[src/verilog/holdover_regs_pkg.sv]
package holdover_regs_pkg;

    // ----------------------------------------------------------------
    // register indexes (byte address is four times the index)
    // ----------------------------------------------------------------
    localparam logic [9:0] IDX_SWITCH_HOLD_CTRL = 10'h150;
    localparam logic [9:0] IDX_EXIT_COUNT_HI    = 10'h151;
    localparam logic [9:0] IDX_EXIT_COUNT_LO    = 10'h152;
    localparam logic [9:0] IDX_REF0_DIV_HI      = 10'h153;
    localparam logic [9:0] IDX_REF0_DIV_LO      = 10'h154;
    localparam logic [9:0] IDX_REF1_DIV_HI      = 10'h155;
    localparam logic [9:0] IDX_REF1_DIV_LO      = 10'h156;
    localparam logic [9:0] IDX_REF2_DIV_HI      = 10'h157;
    localparam logic [9:0] IDX_REF2_DIV_LO      = 10'h158;
    localparam logic [9:0] IDX_FB_DIV_HI        = 10'h159;
    localparam logic [9:0] IDX_FB_DIV_LO        = 10'h15A;
    localparam logic [9:0] IDX_SELECT_POLICY    = 10'h160;
    localparam logic [9:0] IDX_IRQ_STATUS       = 10'h161;
    localparam logic [9:0] IDX_IRQ_CLEAR        = 10'h162;
    localparam logic [9:0] IDX_IRQ_ENABLE       = 10'h163;
    localparam logic [9:0] IDX_HOLD_STATUS      = 10'h164;

    // ----------------------------------------------------------------
    // field positions of the switch and holdover control register
    // ----------------------------------------------------------------
    localparam int BIT_FORCE_SELECT = 6;
    localparam int BIT_LOCK_LOSS    = 4;
    localparam int BIT_SIGNAL_LOSS  = 3;
    localparam int BIT_TUNE_RAIL    = 2;
    localparam int BIT_HITLESS      = 1;
    localparam int BIT_HOLD_ENABLE  = 0;
    localparam logic [7:0] CTRL_WRITE_MASK = 8'h5F;
    localparam logic [7:0] HI_WRITE_MASK   = 8'h3F;

    // ----------------------------------------------------------------
    // reset values
    // ----------------------------------------------------------------
    localparam logic [7:0]  RST_CTRL       = 8'h03;
    localparam logic [13:0] RST_EXIT_COUNT = 14'h0200;
    localparam logic [13:0] RST_REF0_DIV   = 14'h0078;
    localparam logic [13:0] RST_REF1_DIV   = 14'h0096;
    localparam logic [13:0] RST_REF2_DIV   = 14'h0096;
    localparam logic [13:0] RST_FB_DIV     = 14'h0078;
    localparam logic [1:0]  RST_POLICY     = 2'h0;
    localparam logic [1:0]  POLICY_AUTO    = 2'h3;

    // ----------------------------------------------------------------
    // interrupt event bits
    // ----------------------------------------------------------------
    localparam int IRQ_SWITCH     = 0;
    localparam int IRQ_HOLD_ENTER = 1;
    localparam int IRQ_HOLD_EXIT  = 2;
    localparam int IRQ_BITS       = 3;

    typedef enum logic [1:0] {
        HTRANS_IDLE   = 2'h0,
        HTRANS_BUSY   = 2'h1,
        HTRANS_NONSEQ = 2'h2,
        HTRANS_SEQ    = 2'h3
    } htrans_type;

    typedef struct packed {
        logic       force_select;
        logic       lock_loss_trigger_enable;
        logic       signal_loss_trigger_enable;
        logic       tune_rail_trigger_enable;
        logic       hitless;
        logic       hold_enable;
    } ctrl_type;

    typedef struct packed {
        logic [13:0] hold_exit_count;
        logic [13:0] ref0_predivider;
        logic [13:0] ref1_predivider;
        logic [13:0] ref2_predivider;
        logic [13:0] loop1_feedback_divider;
    } divider_set_type;

    typedef struct packed {
        logic       valid;
        logic       write;
        logic [9:0] index;
    } bus_phase_type;

endpackage : holdover_regs_pkg
[src/verilog/holdover_regs.sv]
module holdover_regs (
    // clock and reset
    input  wire logic        REF_CLK,
    input  wire logic        ARST_N,
    // ahb-lite slave
    input  wire logic        HSEL,
    input  wire logic [31:0] HADDR,
    input  wire logic [1:0]  HTRANS,
    input  wire logic        HWRITE,
    input  wire logic [2:0]  HSIZE,
    input  wire logic [31:0] HWDATA,
    input  wire logic        HREADY,
    output logic      [31:0] HRDATA,
    output logic             HREADYOUT,
    output logic             HRESP,
    // loop status inputs
    input  wire logic        LOOP1_LOCK_DETECT,
    input  wire logic        INPUT_SIGNAL_LOSS,
    input  wire logic        TUNE_RAIL_REACHED,
    input  wire logic        PD_CLOCK_VALID,
    // divider inputs
    input  wire logic        REF_PULSE,
    input  wire logic        FB_PULSE,
    // loop control outputs
    output logic      [1:0]  SELECTED_INPUT,
    output logic      [2:0]  INPUT_VALID,
    output logic             HOLDOVER,
    output logic             SWITCH_EVENT,
    output logic             HITLESS_SWITCH,
    output logic      [13:0] REF_DIVIDE,
    output logic             REF_DIV_PULSE,
    output logic             FB_DIV_PULSE,
    // interrupt
    output logic             IRQ
);

    // ----------------------------------------------------------------
    // state
    // ----------------------------------------------------------------
    typedef enum logic [1:0] {
        BUS_IDLE,
        BUS_READ_WAIT,
        BUS_READ_DONE
    } bus_state_type;

    holdover_regs_pkg::ctrl_type        ctrl;
    holdover_regs_pkg::divider_set_type divs;
    holdover_regs_pkg::bus_phase_type   phase;
    bus_state_type                      bus_state;
    logic [7:0]                         hi_byte [5];
    logic [1:0]                         policy;
    logic [2:0]                         irq_status;
    logic [2:0]                         irq_enable;
    logic                               lock_prev;
    logic [13:0]                        exit_count;
    logic [13:0]                        ref_count;
    logic [13:0]                        fb_count;
    logic [31:0]                        read_value;
    logic                               write_now;
    logic                               forced;
    logic                               lock_fall;
    logic                               rail_event;
    logic                               loss_event;
    logic                               hold_request;
    logic                               hold_leave;
    logic [1:0]                         next_input;
    logic [2:0]                         irq_event;

    // ----------------------------------------------------------------
    // bus phases
    // ----------------------------------------------------------------
    assign write_now = phase.valid && phase.write;
    assign HREADYOUT = (bus_state != BUS_READ_WAIT);
    assign HRESP     = 1'b0;

    always_ff @(posedge REF_CLK or negedge ARST_N) begin
        if (!ARST_N) begin
            phase <= '0;
        end else if (HREADY) begin
            phase.valid <= HSEL && (HTRANS == holdover_regs_pkg::HTRANS_NONSEQ
                                    || HTRANS == holdover_regs_pkg::HTRANS_SEQ);
            phase.write <= HWRITE;
            phase.index <= HADDR[11:2];
        end
    end

    always_ff @(posedge REF_CLK or negedge ARST_N) begin
        if (!ARST_N) begin
            bus_state <= BUS_IDLE;
        end else begin
            unique case (bus_state)
                BUS_IDLE: begin
                    if (HREADY && HSEL && !HWRITE && HTRANS == holdover_regs_pkg::HTRANS_NONSEQ) begin
                        bus_state <= BUS_READ_WAIT;
                    end
                end
                BUS_READ_WAIT: begin
                    bus_state <= BUS_READ_DONE;
                end
                BUS_READ_DONE: begin
                    if (HREADY && HSEL && !HWRITE && HTRANS == holdover_regs_pkg::HTRANS_NONSEQ) begin
                        bus_state <= BUS_READ_WAIT;
                    end else begin
                        bus_state <= BUS_IDLE;
                    end
                end
            endcase
        end
    end

    // ----------------------------------------------------------------
    // read mux
    // ----------------------------------------------------------------
    always_comb begin
        read_value = 32'h0000_0000;
        unique case (phase.index)
            holdover_regs_pkg::IDX_SWITCH_HOLD_CTRL: read_value[7:0] = {1'b0, ctrl.force_select, 1'b0,
                ctrl.lock_loss_trigger_enable, ctrl.signal_loss_trigger_enable,
                ctrl.tune_rail_trigger_enable, ctrl.hitless, ctrl.hold_enable};
            holdover_regs_pkg::IDX_EXIT_COUNT_HI:    read_value[7:0] = hi_byte[0];
            holdover_regs_pkg::IDX_EXIT_COUNT_LO:    read_value[7:0] = divs.hold_exit_count[7:0];
            holdover_regs_pkg::IDX_REF0_DIV_HI:      read_value[7:0] = hi_byte[1];
            holdover_regs_pkg::IDX_REF0_DIV_LO:      read_value[7:0] = divs.ref0_predivider[7:0];
            holdover_regs_pkg::IDX_REF1_DIV_HI:      read_value[7:0] = hi_byte[2];
            holdover_regs_pkg::IDX_REF1_DIV_LO:      read_value[7:0] = divs.ref1_predivider[7:0];
            holdover_regs_pkg::IDX_REF2_DIV_HI:      read_value[7:0] = hi_byte[3];
            holdover_regs_pkg::IDX_REF2_DIV_LO:      read_value[7:0] = divs.ref2_predivider[7:0];
            holdover_regs_pkg::IDX_FB_DIV_HI:        read_value[7:0] = hi_byte[4];
            holdover_regs_pkg::IDX_FB_DIV_LO:        read_value[7:0] = divs.loop1_feedback_divider[7:0];
            holdover_regs_pkg::IDX_SELECT_POLICY:    read_value[1:0] = policy;
            holdover_regs_pkg::IDX_IRQ_STATUS:       read_value[2:0] = irq_status;
            holdover_regs_pkg::IDX_IRQ_ENABLE:       read_value[2:0] = irq_enable;
            holdover_regs_pkg::IDX_HOLD_STATUS:      read_value[7:0] = {1'b0, INPUT_VALID, SELECTED_INPUT,
                                                                         HITLESS_SWITCH, HOLDOVER};
            default:                                 read_value = 32'h0000_0000;
        endcase
    end

    always_ff @(posedge REF_CLK or negedge ARST_N) begin
        if (!ARST_N) begin
            HRDATA <= 32'h0000_0000;
        end else if (bus_state == BUS_READ_WAIT) begin
            HRDATA <= read_value;
        end
    end

    // ----------------------------------------------------------------
    // register writes
    // ----------------------------------------------------------------
    always_ff @(posedge REF_CLK or negedge ARST_N) begin
        if (!ARST_N) begin
            ctrl   <= holdover_regs_pkg::ctrl_type'({holdover_regs_pkg::RST_CTRL[6],
                                                     holdover_regs_pkg::RST_CTRL[4:0]});
            policy <= holdover_regs_pkg::RST_POLICY;
        end else if (write_now && phase.index == holdover_regs_pkg::IDX_SWITCH_HOLD_CTRL) begin
            ctrl <= holdover_regs_pkg::ctrl_type'({HWDATA[holdover_regs_pkg::BIT_FORCE_SELECT],
                                                   HWDATA[holdover_regs_pkg::BIT_LOCK_LOSS:0]});
        end else if (write_now && phase.index == holdover_regs_pkg::IDX_SELECT_POLICY) begin
            policy <= HWDATA[1:0];
        end
    end

    // hi shadows start at the upper bits of their pair's reset value
    localparam logic [13:0] pair_rst [5] = '{holdover_regs_pkg::RST_EXIT_COUNT, holdover_regs_pkg::RST_REF0_DIV,
                                             holdover_regs_pkg::RST_REF1_DIV, holdover_regs_pkg::RST_REF2_DIV,
                                             holdover_regs_pkg::RST_FB_DIV};

    generate
        for (genvar g = 0; g < 5; g++) begin : gen_pair
            localparam logic [9:0] HI_IDX = 10'(holdover_regs_pkg::IDX_EXIT_COUNT_HI + 10'(2 * g));
            always_ff @(posedge REF_CLK or negedge ARST_N) begin
                if (!ARST_N) begin
                    hi_byte[g] <= 8'(pair_rst[g][13:8]);
                end else if (write_now && phase.index == HI_IDX) begin
                    hi_byte[g] <= HWDATA[7:0] & holdover_regs_pkg::HI_WRITE_MASK;
                end
            end
        end
    endgenerate

    always_ff @(posedge REF_CLK or negedge ARST_N) begin
        if (!ARST_N) begin
            divs <= {holdover_regs_pkg::RST_EXIT_COUNT, holdover_regs_pkg::RST_REF0_DIV,
                     holdover_regs_pkg::RST_REF1_DIV, holdover_regs_pkg::RST_REF2_DIV,
                     holdover_regs_pkg::RST_FB_DIV};
        end else if (write_now) begin
            unique case (phase.index)
                holdover_regs_pkg::IDX_EXIT_COUNT_LO: divs.hold_exit_count        <= {hi_byte[0][5:0], HWDATA[7:0]};
                holdover_regs_pkg::IDX_REF0_DIV_LO:   divs.ref0_predivider        <= {hi_byte[1][5:0], HWDATA[7:0]};
                holdover_regs_pkg::IDX_REF1_DIV_LO:   divs.ref1_predivider        <= {hi_byte[2][5:0], HWDATA[7:0]};
                holdover_regs_pkg::IDX_REF2_DIV_LO:   divs.ref2_predivider        <= {hi_byte[3][5:0], HWDATA[7:0]};
                holdover_regs_pkg::IDX_FB_DIV_LO:     divs.loop1_feedback_divider <= {hi_byte[4][5:0], HWDATA[7:0]};
                default: ;
            endcase
        end
    end

    // ----------------------------------------------------------------
    // switch and holdover events
    // ----------------------------------------------------------------
    assign forced       = ctrl.force_select && policy != holdover_regs_pkg::POLICY_AUTO;
    assign lock_fall    = lock_prev && !LOOP1_LOCK_DETECT && ctrl.lock_loss_trigger_enable;
    assign rail_event   = TUNE_RAIL_REACHED && ctrl.tune_rail_trigger_enable;
    assign loss_event   = INPUT_SIGNAL_LOSS && ctrl.signal_loss_trigger_enable;
    assign hold_request = ctrl.hold_enable && (lock_fall || rail_event || loss_event);
    assign hold_leave   = HOLDOVER && exit_count >= divs.hold_exit_count;

    always_comb begin
        next_input = SELECTED_INPUT;
        for (int k = 2; k >= 0; k--) begin
            if (INPUT_VALID[k] && 2'(k) != SELECTED_INPUT) begin
                next_input = 2'(k);
            end
        end
    end

    always_ff @(posedge REF_CLK or negedge ARST_N) begin
        if (!ARST_N) begin
            lock_prev <= 1'b0;
        end else begin
            lock_prev <= LOOP1_LOCK_DETECT;
        end
    end

    always_ff @(posedge REF_CLK or negedge ARST_N) begin
        if (!ARST_N) begin
            SELECTED_INPUT <= 2'h0;
            INPUT_VALID    <= 3'h7;
            SWITCH_EVENT   <= 1'b0;
        end else begin
            SWITCH_EVENT <= 1'b0;
            if (forced) begin
                SELECTED_INPUT <= policy;
            end else if (lock_fall || rail_event) begin
                SWITCH_EVENT   <= 1'b1;
                SELECTED_INPUT <= next_input;
                if (rail_event) begin
                    INPUT_VALID[SELECTED_INPUT] <= 1'b0;
                end
            end else if (hold_leave) begin
                INPUT_VALID <= 3'h7;
            end
        end
    end

    always_ff @(posedge REF_CLK or negedge ARST_N) begin
        if (!ARST_N) begin
            HOLDOVER   <= 1'b0;
            exit_count <= 14'h0000;
        end else if (!ctrl.hold_enable) begin
            HOLDOVER   <= 1'b0;
            exit_count <= 14'h0000;
        end else if (hold_request) begin
            HOLDOVER   <= 1'b1;
            exit_count <= 14'h0000;
        end else if (hold_leave) begin
            HOLDOVER   <= 1'b0;
        end else if (HOLDOVER && PD_CLOCK_VALID && LOOP1_LOCK_DETECT) begin
            exit_count <= exit_count + 14'h0001;
        end
    end

    // ----------------------------------------------------------------
    // dividers
    // ----------------------------------------------------------------
    assign HITLESS_SWITCH = ctrl.hitless;

    always_comb begin
        unique case (SELECTED_INPUT)
            2'h1:    REF_DIVIDE = divs.ref1_predivider;
            2'h2:    REF_DIVIDE = divs.ref2_predivider;
            default: REF_DIVIDE = divs.ref0_predivider;
        endcase
    end

    always_ff @(posedge REF_CLK or negedge ARST_N) begin
        if (!ARST_N) begin
            ref_count     <= 14'h0000;
            REF_DIV_PULSE <= 1'b0;
        end else begin
            REF_DIV_PULSE <= 1'b0;
            if (SWITCH_EVENT && !ctrl.hitless) begin
                ref_count <= 14'h0000;
            end else if (REF_PULSE) begin
                if (ref_count + 14'h0001 >= REF_DIVIDE) begin
                    ref_count     <= 14'h0000;
                    REF_DIV_PULSE <= 1'b1;
                end else begin
                    ref_count <= ref_count + 14'h0001;
                end
            end
        end
    end

    always_ff @(posedge REF_CLK or negedge ARST_N) begin
        if (!ARST_N) begin
            fb_count     <= 14'h0000;
            FB_DIV_PULSE <= 1'b0;
        end else begin
            FB_DIV_PULSE <= 1'b0;
            if (FB_PULSE) begin
                if (fb_count + 14'h0001 >= divs.loop1_feedback_divider) begin
                    fb_count     <= 14'h0000;
                    FB_DIV_PULSE <= 1'b1;
                end else begin
                    fb_count <= fb_count + 14'h0001;
                end
            end
        end
    end

    // ----------------------------------------------------------------
    // interrupts
    // ----------------------------------------------------------------
    assign irq_event = {hold_leave, hold_request && !HOLDOVER, SWITCH_EVENT};

    always_ff @(posedge REF_CLK or negedge ARST_N) begin
        if (!ARST_N) begin
            irq_status <= 3'h0;
            irq_enable <= 3'h0;
        end else begin
            if (write_now && phase.index == holdover_regs_pkg::IDX_IRQ_ENABLE) begin
                irq_enable <= HWDATA[2:0];
            end
            if (write_now && phase.index == holdover_regs_pkg::IDX_IRQ_CLEAR) begin
                irq_status <= (irq_status & ~HWDATA[2:0]) | irq_event;
            end else begin
                irq_status <= irq_status | irq_event;
            end
        end
    end

    assign IRQ = |(irq_status & irq_enable);

endmodule : holdover_regs

[config.mk]
export PLATFORM = sky130hd
export DESIGN_NAME = holdover_regs
export DESIGN_NICKNAME = d
export VERILOG_FILES = /design/src/verilog/holdover_regs_pkg.sv /design/src/verilog/holdover_regs.sv
export SDC_FILE = /design/constraint.sdc
export NUM_CORES = 1
export LEC_CHECK = 0
export ABC_AREA = 1
export BUFFER_PORTS_ARGS = -buffer_cell sky130_fd_sc_hd__buf_2
export CAP_MARGIN = 0
export CORE_MARGIN = 2
export CORE_UTILIZATION = 50
export DETAILED_ROUTE_END_ITERATION = 16
export PLACE_DENSITY = 0.71
export SLEW_MARGIN = 20
export SYNTH_ARGS = -nofsm -noshare
export SYNTH_HDL_FRONTEND = slang
export SYNTH_SLANG_ARGS = --single-unit
export TNS_END_PERCENT = 30
[constraint.sdc]
create_clock -name REF_CLK -period 4.2 [get_ports REF_CLK]
set_clock_uncertainty 0.15 [all_clocks]
set_input_delay 0.63 -clock REF_CLK [delete_from_list [all_inputs] [get_ports REF_CLK]]
set_output_delay 0.63 -clock REF_CLK [all_outputs]
set_load 0.02 [all_outputs]
# Yosys cells after proc, flatten, opt, wreduce, memory -nomap -nowiden

Index checks and enable logic that the tools add are counted.

Add/subtract/negate cells: 3
Order comparisons: 5
Eq/ne operators: 31
Mux-type cells: 36
Bitwise operators: 9
Reductions and logical operators: 52

Operators with widths:

| operator                                                                | count |
|---|---|
| 10-bit by 9-bit equality test with 1-bit output, second input constant  | 16 |
| 14-bit 2-to-1 mux                                                       | 8 |
| 5-bit case mux with 12 select lines                                     | 1 |
| 14-bit by 1-bit adder with 14-bit output, second input constant         | 3 |
| 14-bit greater-or-equal comparator                                      | 3 |
| 2-bit case mux with 15 select lines                                     | 1 |
| 1-bit logical AND                                                       | 29 |
| 14-bit case mux with 2 select lines                                     | 1 |
| 2-bit AND reduction                                                     | 8 |
| 1-bit case mux with 14 select lines                                     | 1 |
| 1-bit 2-to-1 mux                                                        | 12 |
| 2-bit 2-to-1 mux                                                        | 6 |
| 3-bit 2-to-1 mux                                                        | 4 |
| 3-bit AND                                                               | 3 |
| 2-bit equality test, second input constant                              | 4 |
| 2-bit nonzero test                                                      | 4 |
| 2-bit inequality test, second input constant                            | 3 |
| 3-bit by 1-bit inequality test with 1-bit output, second input constant | 2 |
| 3-bit NOT                                                               | 2 |
| 3-bit OR                                                                | 2 |
| 2-bit case mux with 3 select lines                                      | 1 |
| 2-bit by 1-bit equality test with 1-bit output, second input constant   | 2 |
| 1-bit zero test                                                         | 4 |
| 4-bit nonzero test                                                      | 1 |
| 12 further kinds                                                        | 15 |

Register bits: 188
Word-level logic and storage cells: 170

# Depth between registers and ports, before layout

Gate-level depths: netlist of the first run.

Word-level depth: 9
Mapped depth: 18
Mapped depth without buffers: 16

# Least setup slack after synthesis of the first run

No wires, ideal clock.

Path kind: reg-to-reg
From: reg SELECTED_INPUT[0]
To: reg ref_count[7]
Setup time: 129 ps
Data arrival time: 3038 ps
Path slack: 883 ps
Cell stages (with the launch flop): 16
Path buffers: 3
Period minus slack after synthesis: 3317 ps
Cells stage by stage: dfrtp_1 > inv_1 > ha_1 > clkbuf_1 > clkbuf_1 > o21ai_0 > inv_1 > ha_1 > nand2_1 > o21bai_1 > a21oi_1 > nor2_1 > and2_1 > buf_2 > nand2_1 > o21ai_0

Word-level cells in the longest chain between the ends: 6
Elaborated cells on any way between the ends: 7
Those cells by class: 1 x order compare; 2 x eq/ne; 4 x mux

Ends and longest elaborated chain:

| item                                                                                         | line                 | RTL |
|---|---|---|
| start, declared                                                                              | holdover_regs.sv:25  | `output logic [1:0] SELECTED_INPUT,` |
| start signal, assigned                                                                       | holdover_regs.sv:233 | `SELECTED_INPUT <= policy;` |
| start signal, assigned                                                                       | holdover_regs.sv:236 | `SELECTED_INPUT <= next_input;` |
| 2-bit equality test / 2-bit by 1-bit equality test with 1-bit output (equally long branches) | holdover_regs.sv:269 | `unique case (SELECTED_INPUT)` |
| 14-bit case mux with 2 select lines *                                                        | holdover_regs.sv:269 |  |
| named net REF_DIVIDE[9]                                                                      | holdover_regs.sv:30  | `output logic [13:0] REF_DIVIDE,` |
| 14-bit greater-or-equal comparator *                                                         | holdover_regs.sv:285 | `if (ref_count + 14'h0001 >= REF_DIVIDE) begin` |
| 14-bit 2-to-1 mux *                                                                          | holdover_regs.sv:285 |  |
| 14-bit 2-to-1 mux *                                                                          | holdover_regs.sv:284 | `end else if (REF_PULSE) begin` |
| 14-bit 2-to-1 mux *                                                                          | holdover_regs.sv:282 | `if (SWITCH_EVENT && !ctrl.hitless) begin` |
| end signal, assigned                                                                         | holdover_regs.sv:289 | `ref_count <= ref_count + 14'h0001;` |
| end, declared                                                                                | holdover_regs.sv:56  | `logic [13:0] ref_count;` |

The timed path passes the listed nets; every way through them passes the cells marked *. The select of a mux whose other input is x is not followed.
A chain may end at the register's enable or synchronous reset.

# Final worst setup path of the first run

From: reg SELECTED_INPUT[0]
To: reg ref_count[3]

Word-level cells in the longest chain between the ends: 6
Elaborated cells on any way between the ends: 7
Those cells by class: 1 x order compare; 2 x eq/ne; 4 x mux

Ends and longest elaborated chain:

| item                                                                                         | line |
|---|---|
| 2-bit equality test / 2-bit by 1-bit equality test with 1-bit output (equally long branches) | holdover_regs.sv:269 |
| 14-bit case mux with 2 select lines *                                                        | holdover_regs.sv:269 |
| 14-bit greater-or-equal comparator *                                                         | holdover_regs.sv:285 |
| 14-bit 2-to-1 mux *                                                                          | holdover_regs.sv:285 |
| 14-bit 2-to-1 mux *                                                                          | holdover_regs.sv:284 |
| 14-bit 2-to-1 mux *                                                                          | holdover_regs.sv:282 |

Every way passes the cells marked *; elsewhere a longest branch is shown, timed or not. The select of a mux whose other input is x is not followed.

==> results of run 1 <==
how the worst max path moves through the flow:
stage / end / slack, ns / cells after the start
3_5_place_dp: ref_count[3] / 0.65 / 13
6_report: ref_count[3] / 0.66 / 13
2_1_floorplan: ref_count[7] / 0.88 / 15
4_1_cts: ref_count[3] / 0.63 / 13
5_1_grt: ref_count[3] / 0.33 / 13
3_3_place_gp: ref_count[5] / 0.74 / 13
routing by layer:
layer	up-vias	GRT usage, %	wire [um]
met3	37	5.15	1840
met1	4330	34.4	12100
met4	0	6.78	496
met5	-	0	0
li1	4508	-	-
met2	278	39.6	12800
cell families after synthesis:
group	after synthesis	share of synthesized area, %
compound gates	240	11.8
xor+xnor	25	2.04
fa+ha+maj	48	5.58
buf+inv	241	9.98
flops	188	44.0
mux	9	1.08
other cells	1	0.0349
simple gates	619	25.5
layout make-up:
| cell class | count | share of cell area, % |
|---|---|---|
| Inverter | 172 | 5.49 |
| Sequential cell | 188 | 40.2 |
| Clock inverter | 10 | 1.41 |
| Multi-Input combinational cell | 966 | 42.8 |
| Tap cell | 275 | 2.93 |
| Clock buffer | 22 | 3.86 |
| Timing Repair Buffer | 69 | 3.22 |
critical path, cell delays in order (launching register included):
cell and delay, ns:
dfrtp_1 0.40, inv_1 0.10, ha_1 0.84, o21ai_0 0.32, inv_1 0.11, ha_1 0.25, inv_1 0.06, nor2_1 0.03
o21ai_0 0.17, nand2_1 0.08, o21ai_0 0.15, and2_1 0.32, nand2_1 0.23, o21ai_0 0.23
state kept, by name, indices dropped and copies added, names as in the netlist, 2 cells and up:
| name | flops |
|---|---|
| HRDATA | 8 |
| bus_state | 2 |
| divs | 70 |
| exit_count | 14 |
| ref_count | 14 |
| hi_byte | 30 |
| irq_enable | 3 |
| irq_status | 3 |
| policy | 2 |
| SELECTED_INPUT | 2 |
| INPUT_VALID | 3 |
| phase | 12 |
| fb_count | 14 |
| ctrl | 5 |
where the power goes:
group          total [mW]  switching [mW]  internal [mW]
registers            2.05           0.105           1.95
logic                1.45            1.01          0.439
clock network        1.73           0.709           1.02
through the flow:
stage / util, % / cells / total power, mW / area (um^2) / hold slack, ns
4_1_cts: 55.8 / 1702 / 5.26 / 11800 / 0.166
6_report: 55.8 / 1702 / 5.23 / 11800 / 0.131
5_1_grt: 55.8 / 1702 / 5.52 / 11800 / 0.164
3_5_place_dp: 52.8 / 1670 / 3.54 / 11100 / 0.264
3_3_place_gp: 52.8 / 1670 / 3.50 / 11100 / 0.263
2_1_floorplan: - / 1395 / 3.08 / 10800 / 0.184
placed cells by master, fill, tap and decap left out, drive strengths merged, types with 2 or more instances in the layout:
cell type and count:
nand2 374, o21ai 182, inv 171, dfrtp 165
nor2 95, buf 68, nand3 66, ha 48
nand4 47, a21oi 35, conb 25, nor3 25
xor2 24, dfstp 23, clkbuf 23, a22o 9
mux2 9, clkinv 5, bufinv 4, o21bai 3
nor4 3, o22ai 3, o31ai 2, and2 2
nand3b 2, a31oi 2, or2 2, clkinvlp 2
==> run summary, run 1 <==
### Clocking
- 0 — number of gates resized after cts
- 0 — CTS hold repair buffers
- 4 — maximum level of the CTS H-tree
- 0.07 ns — Clock Pin Slew Worst Setup and Hold Paths
- 188 — number of clock sinks
- done — CTS tree
- 17 — total clock buffers created by CTS
- 0.44 ns — worst skew pair latency
- clkbuf_16 — clock root buffer
- 2 — buffer depth of the longest clock path
- 0 — number of buffers inserted by post-CTS setup repair

### Die
- 22700 um^2 — floorplan die area
- 151 um — die width
- 53 — standard-cell row count
- 139 — count of pins on the block boundary
- 151 um — Die Ht
- 21100 um^2 — area of the core
- 51.0% — initial core utilization

### Place
- 19900 um — Final HPWL DP
- 0.653 ns — setup slack after placement
- 0.967 — gpl congestion
- 64 — number of buffers added on ports

### Final layout
- 9.35% — Synth-to-Final Area Change
- 2007 — fillers
- 1542 — # nets final
- 5040 um^2 — footprint of the multi-input gates
- 0 — diode insertion count for antenna repair
- 12.0% — proportion of layout cells with a drive suffix above 1
- 4730 um^2 — area of all sequential standard cells

### Timing
- 3.54 ns — fin crit period
- 0 — final-report setup violation count
- 0.916 ns — Least-Margin Pin Slew
- 0.655 ns — final worst slack
- 0 — Final Hold Fails
- 84.4% — ratio of final minimum period to clock period
- 0 ns — accumulated negative setup slack
- no — unrepaired setup endpoints after global routing
- 0.282 GHz — maximum achievable frequency
- 0 — Slew Limit Fails
- 38.7% — worst slew margin relative to its limit

### Setup path
- SELECTED_INPUT[0] — origin of the worst setup path
- 28 — maximum fanout along the worst path
- ref_count[3] — destination of the worst register-to-register timing path
- 0.66 ns — worst reg-to-reg setup slack
- 3.74 ns — data arrival time of the critical path
- 13 — R2R cell count
- register — Critical Path End Type
- register — Worst Setup Start Kind
- SELECTED_INPUT[0] — RR Startpoint
- 4.40 ns — Worst EP required
- reg -> reg — critical path type

### Logic synthesis
- 364 x nand2_1, 165 x dfrtp_1, 159 x inv_1 — synth cell count leaders
- 0 — number of enable-type register cells in the synthesized netlist
- 49 — number of distinct library cells after synthesis
- 100% — Synth async-reset ratio
- nand2_1 — most common cell in the netlist
- 10800 um^2 — combined area of all synthesized cells
- 0 — Warnings, synthesis
- 7.85 um^2 — average cell area after synthesis
- 1371 — synthesized instance count
- dfrtp_1 — cell type with the largest total area after synthesis
- 188 — flip-flop and latch count after synthesis
- 38.4% — share of Yosys cell area claimed by the top area cell type
- dfrtp_1 38%, nand2_1 13%, dfstp_2 5.6% — Synth area leaders
- dfrtp_1 — predominant post-synthesis flop cell
- 44.0% — register area share after synthesis

### Drt
- 5.38 — number of vias per cell after detailed routing
- 687 — 1st-iter DRT viols
- 0 — final antenna-violating net count
- 9153 — number of vias after detailed routing
- 6 — TritonRoute pass-1 iters
- 0 — residual DRC count
- 27200 um — Total Wirelength
- 16.0 um — detailed-route wire length per cell

### GRT
- 100 — pin count of the biggest net entering global routing
- 8584 — number of global-route vias before repair
- 24.8% — combined global-route utilization of all metal layers
- 0 — number of antenna violations at the first check in global routing
- 43800 um — wire length of the first global-routing pass
- 0 — remaining global-route overflow

### Hold path
- in -> async — hold crit path type

### Run status
- completed — run status

### Power and ir drop
- 275 uV — Max VDD drop
- 445 nW/um^2 — power density over the cells
- 6.19 nW — total leakage power

### Run
- 0 — max-cap viol count

Note: power is estimated with default switching activity, not from simulation.
==> run 2, diff against run 1 <==
==> constraint.sdc (replaced) <==
create_clock -name REF_CLK -period 3.5 [get_ports REF_CLK]
set_clock_uncertainty 0.15 [all_clocks]
set_input_delay 0.525 -clock REF_CLK [delete_from_list [all_inputs] [get_ports REF_CLK]]
set_output_delay 0.525 -clock REF_CLK [all_outputs]
set_load 0.02 [all_outputs]
==> run summary, run 2 (synthesized netlist as in run 1, its figures left out) <==
### Final layout
- 10.4% — Synth-to-Final Area Change
- 0 — diode insertion count for antenna repair, unchanged
- nand2_1 — most common library cell in the layout ignoring fill and taps
- 364 x nand2_1, 165 x dfrtp_1, 159 x inv_1, 111 x o21ai_0, 83 x nor2_1 — highest-count cells in the layout ignoring fill and taps
- divs — Top reg by flops
- 1554 — # nets final, +0.78%
- 56.3% — core utilization of the finished layout, +0.54 points
- divs (70), hi_byte (30) — biggest registers after layout
- 70 — number of flip-flops in the largest register, unchanged
- 12.8% — proportion of layout cells with a drive suffix above 1, +0.80 points

### GRT
- 44900 um — wire length of the first global-routing pass, +2.5%
- 0 — remaining global-route overflow, unchanged
- 8624 — number of global-route vias before repair, +0.47%
- 25.5% — combined global-route utilization of all metal layers, +0.72 points
- 72 — pin count of the biggest net entering global routing, -28%
- 0 — number of antenna violations at the first check in global routing, unchanged

### Drt
- 16.1 um — detailed-route wire length per cell, +0.75%
- 6 — TritonRoute pass-1 iters, unchanged
- 5.39 — number of vias per cell after detailed routing, +0.14%
- 9230 — number of vias after detailed routing, +0.84%
- 27600 um — Total Wirelength, +1.5%
- 0 — final antenna-violating net count, unchanged
- 0 — residual DRC count, unchanged
- 771 — 1st-iter DRT viols, +12%

### Power and ir drop
- 6.26 nW — total leakage power, +1.1%
- 345 uV — Max VDD drop, +26%
- 6.39 mW — overall power of the completed layout, +22%
- 538 nW/um^2 — power density over the cells, +21%

### Timing
- 0.738 ns — Least-Margin Pin Slew, -0.178 ns
- 0.0728 ns — worst hold-check slack, -0.0582 ns
- 91.5% — ratio of final minimum period to clock period, +7.1 points
- 0 ns — accumulated negative setup slack, unchanged
- no — unrepaired setup endpoints after global routing
- 0 — final-report setup violation count, unchanged
- 0 — Final Hold Fails, unchanged
- 50.6% — worst slew margin relative to its limit, +12 points
- 0 — Slew Limit Fails, unchanged
- 0.312 GHz — maximum achievable frequency, +11%
- 3.20 ns — fin crit period, -0.341 ns

### Clocking
- 188 — number of clock sinks, unchanged
- 4 — maximum level of the CTS H-tree, unchanged
- clkbuf_16 — clock root buffer
- 0.43 ns — worst skew pair latency, about the same
- 2 — buffer depth of the longest clock path, unchanged
- 0 — number of buffers inserted by post-CTS setup repair, unchanged
- 17 — total clock buffers created by CTS, unchanged
- done — CTS tree
- 0.07 ns — Clock Pin Slew Worst Setup and Hold Paths, about the same

### Place
- 64 — number of buffers added on ports, unchanged
- 20300 um — Final HPWL DP, +1.9%
- 0.955 — gpl congestion, -1.3%

### Die
- 151 um — Die Ht, unchanged
- 51.0% — initial core utilization, unchanged
- 21100 um^2 — area of the core, unchanged
- 53 — standard-cell row count, unchanged
- 151 um — die width, unchanged
- 139 — count of pins on the block boundary, unchanged
- 22700 um^2 — floorplan die area, unchanged

### Setup path
- 3.70 ns — Worst EP required, -0.70 ns
- 17 — maximum fanout along the worst path, -39%
- reg -> reg — critical path type
- register — Worst Setup Start Kind
- SELECTED_INPUT[0] — origin of the worst setup path
- register — Critical Path End Type
- 3.41 ns — data arrival time of the critical path, -0.33 ns
- SELECTED_INPUT[0] — RR Startpoint

### Hold path
- LOOP1_LOCK_DETECT — hold path start
- in -> reg — hold crit path type

### Run
- 0 — max-cap viol count, unchanged

### Run status
- completed — run status

-- run 2: changes by cell type in the layout (fill, tap and decap cells not counted) --
cell | previous run | this run
buf_4 | 4 | 15
clkbuf_1 | 4 | 2
clkbuf_8 | 2 | 3
clkinv_2 | 1 | 0
dlygate4sd3_1 | 0 | 1
inv_6 | 1 | 2
inv_8 | 0 | 1
o21ai_0 | 112 | 111
o21ai_1 | 69 | 70
-- run 2: worst paths after layout --
path                                  end  slack (ns)  cells past startpoint
max in group asynchronous        divs[15]        1.89                      3
min                             lock_prev        0.07                      1
max reg2reg                 ref_count[11]        0.30                     14
max                         ref_count[11]        0.30                     14
min reg2reg                INPUT_VALID[1]        0.32                      2
min in group asynchronous      hi_byte[8]        0.52                      2
-- run 2: per-layer routing --
layer  up-vias  GRT usage, %  routed length [um]
li1       4539             -                   -
met1      4330          35.8               12500
met2       323          40.4               12800
met3        38          5.82                1820
met4         0          6.17                 451
met5         -             0                   0
-- run 2: layout make-up --
class	instances	area, um^2
Timing Repair Buffer	81	472
Tap cell	275	344
Clock inverter	11	181
Inverter	172	646
Fill cell	1953	9210
Multi-Input combinational cell	966	5040
Sequential cell	188	4730
Clock buffer	21	460
-- run 2: power breakdown --
part	internal [mW]	leakage, nW	switching (mW)
clock network	1.25	0.306	0.873
logic	0.581	3.79	1.23
registers	2.33	2.16	0.127
-- run 2: critical path, cell delays in order, from the launching register on --
cell,delay [ns]
dfrtp_1,0.42
inv_1,0.10
ha_1,0.65
buf_4,0.26
nand2_1,0.06
o21ai_0,0.09
inv_1,0.07
ha_1,0.31
nand2_1,0.09
o21bai_1,0.11
a21oi_1,0.09
nor2_1,0.08
and2_1,0.23
nand2_1,0.20
o21ai_0,0.21
-- run 2: metrics by stage --
step,setup slack (ns),std cells,instance area (um^2)
global route,0.0276,1714,11900
detailed placement,0.278,1681,11200
finish,0.297,1714,11900
CTS,0.232,1714,11900
floorplan,0.183,1395,10800
global placement,0.362,1681,11200
-- run 2: timing repair --
item | in CTS | in global routing
endpoints found under the hold margin | 61 | 0
hold buffers | 1 | 0
gates resized for setup | 0 | 1
setup endpoints to repair | 0 | 5
